**src/inc/cwtd_pkg.sv**
```systemverilog
// Constants for the channel window limit and fault filter block
package cwtd_pkg;
   // Register offsets on the serial host port
   localparam logic [7:0] ADDR_UNDER = 8'h52;
   localparam logic [7:0] ADDR_OVER = 8'h53;
   localparam logic [7:0] ADDR_FILT = 8'h54;
   // Reset values (undefined in hardware, zero chosen)
   localparam logic [7:0] RESET_LIMIT = 8'h00;
   localparam logic [7:0] RESET_FILT = 8'h00;
   localparam logic [7:0] READ_UNMAPPED = 8'h00;
   // Field positions of the filter register
   localparam int OVER_SEL_HI = 7;
   localparam int OVER_SEL_LO = 4;
   localparam int UNDER_SEL_HI = 3;
   localparam int UNDER_SEL_LO = 0;
   // Limit code to millivolt mapping
   localparam int MV_W = 16;
   localparam logic [MV_W-1:0] BASE_1X_MV = 16'h00c8;
   localparam logic [MV_W-1:0] STEP_1X_MV = 16'h0005;
   localparam logic [MV_W-1:0] BASE_4X_MV = 16'h0320;
   localparam logic [MV_W-1:0] STEP_4X_MV = 16'h0014;
   // Filter timing
   localparam int CLK_PERIOD_NS = 25;
   localparam int DEB_BASE_NS = 100;
   localparam int DEB_BASE_CYC_I =
      (DEB_BASE_NS + CLK_PERIOD_NS - 1) / CLK_PERIOD_NS;
   localparam int CNT_W = 13;
   localparam logic [CNT_W-1:0] DEB_BASE_CYC = CNT_W'(DEB_BASE_CYC_I);
   localparam logic [3:0] DEB_CODE_CAP = 4'ha;
   localparam logic [CNT_W-1:0] CNT_ONE = 13'h0001;
endpackage

```
**src/inc/deb_if.sv**
```systemverilog
// Carrier between the top and one fault filter
`timescale 1ns/100ps
interface deb_if;
   logic raw;
   logic [3:0] code;
   logic filtered;
   modport filter (input raw, input code, output filtered);
   modport user (output raw, output code, input filtered);
endinterface

```
**src/hw/fault_filter.sv**
```systemverilog
// One comparator output filter with selectable stable time
`timescale 1ns/100ps
module fault_filter
   import cwtd_pkg::*;
(
   // Clock and reset
   input wire logic clk,
   input wire logic reset_n,
   // Comparator side
   deb_if.filter link
);
   logic [3:0] capCode;
   logic [CNT_W-1:0] target;
   logic lastRaw_r;
   logic [CNT_W-1:0] stable_r;
   logic filtered_r;

   // Codes above the cap all select the longest time
   always_comb begin
      capCode = (link.code > DEB_CODE_CAP) ? DEB_CODE_CAP : link.code;
      target = DEB_BASE_CYC << capCode;
   end

   // Previous input sample
   always_ff @(posedge clk) begin
      if (!reset_n) begin
         lastRaw_r <= 1'b0;
      end else begin
         lastRaw_r <= link.raw;
      end
   end

   // Cycles for which the input has kept its value
   always_ff @(posedge clk) begin
      if (!reset_n) begin
         stable_r <= '0;
      end else if (link.raw != lastRaw_r) begin
         stable_r <= '0;
      end else if (stable_r < target) begin
         stable_r <= stable_r + CNT_ONE;
      end
   end

   // Output follows the input only once it held for the whole time
   always_ff @(posedge clk) begin
      if (!reset_n) begin
         filtered_r <= 1'b0;
      end else if (link.raw == lastRaw_r && stable_r + CNT_ONE >= target) begin
         filtered_r <= link.raw;
      end
   end

   assign link.filtered = filtered_r;
endmodule

```
**src/hw/channel_window_threshold_debounce.sv**
```systemverilog
// Channel limit registers, voltage mapping and fast path fault filters
`timescale 1ns/100ps
module channel_window_threshold_debounce
   import cwtd_pkg::*;
(
   // Clock and reset
   input wire logic clk,
   input wire logic reset_n,
   // Register port from the serial host interface
   input wire logic [7:0] regAddr,
   input wire logic regWrEn,
   input wire logic [7:0] regWrData,
   input wire logic regRdEn,
   output logic [7:0] regRdData,
   output logic regRdValid,
   // Range scaling, high selects 4x
   input wire logic rangeScalingSelect,
   // Fast path comparator outputs
   input wire logic overCompare,
   input wire logic underCompare,
   // Filtered faults
   output logic overFault,
   output logic underFault,
   // Slow path limits, as codes and in millivolts
   output logic [7:0] underLimitCode,
   output logic [7:0] overLimitCode,
   output logic [MV_W-1:0] underLimitMv,
   output logic [MV_W-1:0] overLimitMv
);
   // Stored limits and fast path filter selection; their power-up
   // value is undefined, so reset clears them to make reads repeatable
   logic [7:0] underLimit_r;
   logic [7:0] overLimit_r;
   logic [7:0] filtSel_r;

   // Offset decode and write strobes
   logic hitUnder;
   logic hitOver;
   logic hitFilt;
   logic wrUnder;
   logic wrOver;
   logic wrFilt;

   // Read path
   logic [7:0] rdData_nxt;
   logic [7:0] rdData_r;
   logic rdData_vld_r;

   // Millivolt view of the limits
   logic [MV_W-1:0] mvBase;
   logic [MV_W-1:0] mvStep;
   logic [MV_W-1:0] underMv_nxt;
   logic [MV_W-1:0] overMv_nxt;
   logic [MV_W-1:0] underMv_r;
   logic [MV_W-1:0] overMv_r;

   // Filter time selections and one carrier per comparator filter
   logic [3:0] overSel;
   logic [3:0] underSel;
   deb_if overLink ();
   deb_if underLink ();

   // Offset decode, shared by the write and read sides
   always_comb begin
      hitUnder = (regAddr == ADDR_UNDER);
      hitOver = (regAddr == ADDR_OVER);
      hitFilt = (regAddr == ADDR_FILT);
   end

   // Write strobes; other offsets of the host map fall through
   // here, so neighbouring registers never alias into this channel
   always_comb begin
      wrUnder = regWrEn && hitUnder;
      wrOver = regWrEn && hitOver;
      wrFilt = regWrEn && hitFilt;
   end

   // Slow path undervoltage limit
   always_ff @(posedge clk) begin
      if (!reset_n) begin
         underLimit_r <= RESET_LIMIT;
      end else if (wrUnder) begin
         underLimit_r <= regWrData;
      end
   end

   // Slow path overvoltage limit
   always_ff @(posedge clk) begin
      if (!reset_n) begin
         overLimit_r <= RESET_LIMIT;
      end else if (wrOver) begin
         overLimit_r <= regWrData;
      end
   end

   // Filter selection, both nibbles written in one access
   always_ff @(posedge clk) begin
      if (!reset_n) begin
         filtSel_r <= RESET_FILT;
      end else if (wrFilt) begin
         filtSel_r <= regWrData;
      end
   end

   // Read data select; a read in the same cycle as a write
   // to that offset returns the value from before the write
   always_comb begin
      rdData_nxt = READ_UNMAPPED; // Unmapped offsets
      if (hitUnder) begin
         rdData_nxt = underLimit_r;
      end
      if (hitOver) begin
         rdData_nxt = overLimit_r;
      end
      if (hitFilt) begin
         rdData_nxt = filtSel_r;
      end
   end

   // Read valid, a single cycle pulse after each strobe; a strobe
   // held high for several cycles gives one answer per cycle
   always_ff @(posedge clk) begin
      if (!reset_n) begin
         rdData_vld_r <= 1'b0;
      end else begin
         rdData_vld_r <= regRdEn;
      end
   end

   // Read data, held until the next read strobe so a slow host
   // can still pick it up after the valid pulse has gone
   always_ff @(posedge clk) begin
      if (!reset_n) begin
         rdData_r <= READ_UNMAPPED;
      end else if (regRdEn) begin
         rdData_r <= rdData_nxt;
      end
   end

   // Base and step of the code meaning; the range setting is a
   // plain level, so switching it reinterprets both stored limits
   always_comb begin
      if (rangeScalingSelect) begin
         mvBase = BASE_4X_MV;
         mvStep = STEP_4X_MV;
      end else begin
         mvBase = BASE_1X_MV;
         mvStep = STEP_1X_MV;
      end
   end

   // Limit code to millivolts; the widest result fits in 16 bits
   always_comb begin
      underMv_nxt = mvBase + MV_W'(underLimit_r) * mvStep;
      overMv_nxt = mvBase + MV_W'(overLimit_r) * mvStep;
   end

   // Registered undervoltage limit in millivolts
   always_ff @(posedge clk) begin
      if (!reset_n) begin
         underMv_r <= '0;
      end else begin
         underMv_r <= underMv_nxt;
      end
   end

   // Registered overvoltage limit in millivolts
   always_ff @(posedge clk) begin
      if (!reset_n) begin
         overMv_r <= '0;
      end else begin
         overMv_r <= overMv_nxt;
      end
   end

   // Split the filter register into its two time selections
   always_comb begin
      overSel = filtSel_r[OVER_SEL_HI:OVER_SEL_LO];
      underSel = filtSel_r[UNDER_SEL_HI:UNDER_SEL_LO];
   end

   // Each filter restarts on any change of its comparator, so
   // excursions shorter than the selected time never reach a fault
   // Overvoltage comparator into its filter
   assign overLink.raw = overCompare;
   assign overLink.code = overSel;

   // Undervoltage comparator into its filter
   assign underLink.raw = underCompare;
   assign underLink.code = underSel;

   // Overvoltage fast path filter
   fault_filter overFilter (
      .clk(clk),
      .reset_n(reset_n),
      .link(overLink)
   );

   // Undervoltage fast path filter
   fault_filter underFilter (
      .clk(clk),
      .reset_n(reset_n),
      .link(underLink)
   );

   // Filtered faults, straight from the filter flip-flops
   assign overFault = overLink.filtered;
   assign underFault = underLink.filtered;

   // Register read port
   assign regRdData = rdData_r;
   assign regRdValid = rdData_vld_r;

   // Limit codes
   assign underLimitCode = underLimit_r;
   assign overLimitCode = overLimit_r;

   // Limits in millivolts, one cycle behind code and scale
   assign underLimitMv = underMv_r;
   assign overLimitMv = overMv_r;
endmodule

```
**config.mk**
```make
export PLATFORM = sky130hd
export DESIGN_NAME = channel_window_threshold_debounce
export DESIGN_NICKNAME = d
export VERILOG_FILES = /design/src/inc/cwtd_pkg.sv /design/src/inc/deb_if.sv /design/src/hw/fault_filter.sv /design/src/hw/channel_window_threshold_debounce.sv
export SDC_FILE = /design/constraint.sdc
export NUM_CORES = 1
export LEC_CHECK = 0
export BUFFER_PORTS_ARGS = -buffer_cell sky130_fd_sc_hd__buf_2
export CAP_MARGIN = 10
export CORE_MARGIN = 2
export CORE_UTILIZATION = 32
export DETAILED_ROUTE_END_ITERATION = 8
export HOLD_SLACK_MARGIN = 0.06
export PLACE_DENSITY = 0.6
export SETUP_SLACK_MARGIN = 0.02
export SLEW_MARGIN = 15
export SYNTH_ARGS = -nofsm -noshare
export SYNTH_HDL_FRONTEND = slang
export SYNTH_SLANG_ARGS = --single-unit
```
**constraint.sdc**
```tcl
create_clock -name clk -period 5.9 [get_ports clk]
set_input_delay 0.59 -clock clk [delete_from_list [all_inputs] [get_ports clk]]
set_output_delay 0.59 -clock clk [all_outputs]
set_load 0.05 [all_outputs]
```
==> run summary <==
* finished, final reports clean — result of the run
* input port — kind of launch point of the worst setup path
* 0 — count of endpoints failing hold in the final timing report
* dfxtp_1 (27%), ha_1 (17%), fa_1 (5.9%) — Synth area leaders
* 15.4 mm — routed wire length
* flop — Worst Setup End Kind
* 2 — buffer levels on the longest clock path
* false — setup repair after global routing missed its margin
* 0.35 ns — Clock Latency Late Sink
* 0 — setup bufs post-CTS
* 13.8 um — mean routed wirelength per cell
* 59.8% — Final Cycle Share
* 0.000103 V — Peak VDD IR
* 14.3% — GRT Overall Usage
* 0 — final global-route overflow total
* 0 — Post-CTS Hold Fix Bufs
* 0 — max-slew violation count
* 211 — Iter 0 DRT Violations
* 23.5% — Synth Area in Simple Gates
* 0 ns — Setup Total Neg Slack
* 3.53 ns — min cycle time layout
* 53 — total number of placement rows
* 5076 — number of global-route vias before repair
* 14.0% — Area Overhead vs Synth
* 32.3% — initial core utilization
* 0.07 ns — clock-pin transition on the worst setup and hold timing paths
* 27.0% — proportion of synthesized chip area in sequential cells
* 54.1% — max-slew headroom at the worst pin
* 964 — final net count
* 4.82 — via density per instance
* 27.0% — share of the synthesized area in the top cell type
* 0.00770 mm^2 — final standard cell area without fillers
* 0.0223 mm^2 — die footprint
* 6.19 ns — worst endpoint required time
* 91 — sink count of the clock tree
* 757 — Mapped Cells
* 0.0209 mm^2 — core area
* 0 — max_cap viols
* 11.7% — post-synthesis compound-gate area fraction
* 3 — number of H-tree branching levels
* 175 mW/mm^2 — total power density per cell area
* 8.92 um^2 — average cell area after synthesis
* 0 — DR DRC count
* simple AND/OR/NAND/NOR gates — largest family of logic cells by synthesized area
* 91 — register bit total from synthesis
* 149 um — die outline width
* 25.3 mm — global-route wire length before repair
* 0 — number of flops mapped to enable cells by yosys
* input port to flop — Setup Crit Path Kind
* 149 um — height of the die
* 5.61% — post-synthesis mux area share
* flop to flop — worst min-delay path category
* 3.81 ns — worst endpoint data arrival time
* 77 — # port buffers
* 45 — maximum number of pins on one net before global-route repair
* 0 — number of gates resized after CTS
* 283 MHz — maximum operating frequency
* 5354 — overall via count from detail_route
* dfxtp_1 — post-synth top area cell
* 4 — number of iterations in the first detailed-routing pass
* dfxtp_1 — most common flop cell mapped by yosys
* 14.8% — fraction of layout instances using a drive strength above 1
* 4 — number of antenna violations at the first check in global routing
* clkbuf_16 — Root Buffer
* 0.688 ns — Slew @ Worst Pin
* 0 — endpoints failing setup
* 0 — Yosys warning total
* 12.0 mm — hpwl dp
* 0 — Routed Antenna Nets
* 0.00516 ns — Setup Skew
* 3.63% — xor/xnor share of the synthesized area
* ha_1 (94), dfxtp_1 (91), buf_2 (77) — commonest non-fill, non-tap cells in the layout
* 60 — count of unique library cells instantiated by Yosys
* 3.66 nW — Pleak
* 0.00676 mm^2 — Post-Syn Area
* ha_1 — most common library cell in the layout ignoring fill and taps
* 0.809 — routability congestion estimate
* 23.3% — synthesized-area fraction occupied by adder cells
* 0% — Synth async-reset ratio
* 82 — I/O pin cnt
* 0.00739 mm^2 — cell area after placement
* done — TritonCTS clock tree
* 33 — CP max FO
* 9 — Inserted Clock Buffers
cells in the mapped netlist, types with 11 or more instances:
cell / n
mux2i_1: 30
nor2b_1: 46
nand3_1: 19
a21oi_1: 40
dfxtp_1: 91
xnor2_1: 20
nor2_1: 27
ha_1: 94
clkbuf_1: 16
fa_1: 20
nand2_1: 51
nand4_1: 11
and2_1: 40
or3_1: 22
inv_1: 62
o21ai_1: 15
o21ai_0: 18
registers in the layout, summed over array words and instances, names as in the netlist:
name	flops
overLimitMv	14
underLimitMv	14
overFilter.stable_r	13
underFilter.stable_r	13
filtSel_r	8
overLimitCode	8
regRdData	8
underLimitCode	8
overFilter.lastRaw_r	1
overFilter.link.filtered	1
regRdValid	1
underFilter.lastRaw_r	1
underFilter.link.filtered	1
area by class of cell:
cell class	count	area, um^2
clock inverter	4	51.3
inverter	62	233
sequential	91	1820
multi-input combinational	585	4600
timing repair buffer	78	393
tap	275	344
antenna	5	12.5
clock buffer	11	243
fill	2158	13200
worst paths after layout:
check                                               from                        to  slack, ns  cells after the start
worst max-delay path                  rangeScalingSelect          underLimitMv[12]       2.37                     13
worst min register to register  overFilter.link.filtered  overFilter.link.filtered       0.47                      1
worst min-delay path            overFilter.link.filtered  overFilter.link.filtered       0.47                      1
worst max register to register         underLimitCode[0]          underLimitMv[12]       2.60                     12
per-stage QoR:
step / std cells / utilization [%] / hold slack (ns) / setup WS (ns) / power (mW)
after floorplan: 762 / - / 0.480 / 2.40 / 0.731
after global placement: 1091 / 35.4 / 0.460 / 2.04 / 0.761
after detailed placement: 1091 / 35.4 / 0.461 / 1.98 / 0.762
after CTS: 1106 / 36.8 / 0.478 / 2.35 / 1.37
after global routing: 1109 / 36.8 / 0.509 / 2.10 / 1.40
final: 1111 / 36.9 / 0.474 / 2.37 / 1.34
critical path, stage by stage:
cell,delay (ns)
buf_2,0.42
and2_1,0.20
ha_1,0.23
ha_1,0.32
fa_1,0.54
ha_1,0.16
inv_1,0.05
fa_1,0.36
nor2b_1,0.18
o21a_1,0.16
o21ai_1,0.11
a211oi_1,0.27
mux2i_1,0.20
layer usage:
metal  track usage, %  vias to the layer above  share of wire (%)
met5                0                        -                  0
met4             4.95                        0                2.0
met3             4.01                       15                5.0
met2             22.1                       82                 43
met1             19.3                     2465                 50
li1                 -                     2792                  -
report_power, final:
group / switching (mW) / internal [mW] / total, mW / leakage, nW
Clock: 0.259 / 0.338 / 0.598 / 0.142
Sequential: 0.00561 / 0.623 / 0.629 / 0.738
Combinational: 0.0791 / 0.0386 / 0.118 / 2.78
Total: 0.344 / 1.00 / 1.34 / 3.66
cell families after synthesis:
family,count (synthesis)
flops,91
xor+xnor,28
compound gates,129
mux,37
buf+inv,86
fa+ha+maj,114
other cells,1
simple gates,271
Note: power is estimated with default switching activity, not from simulation.
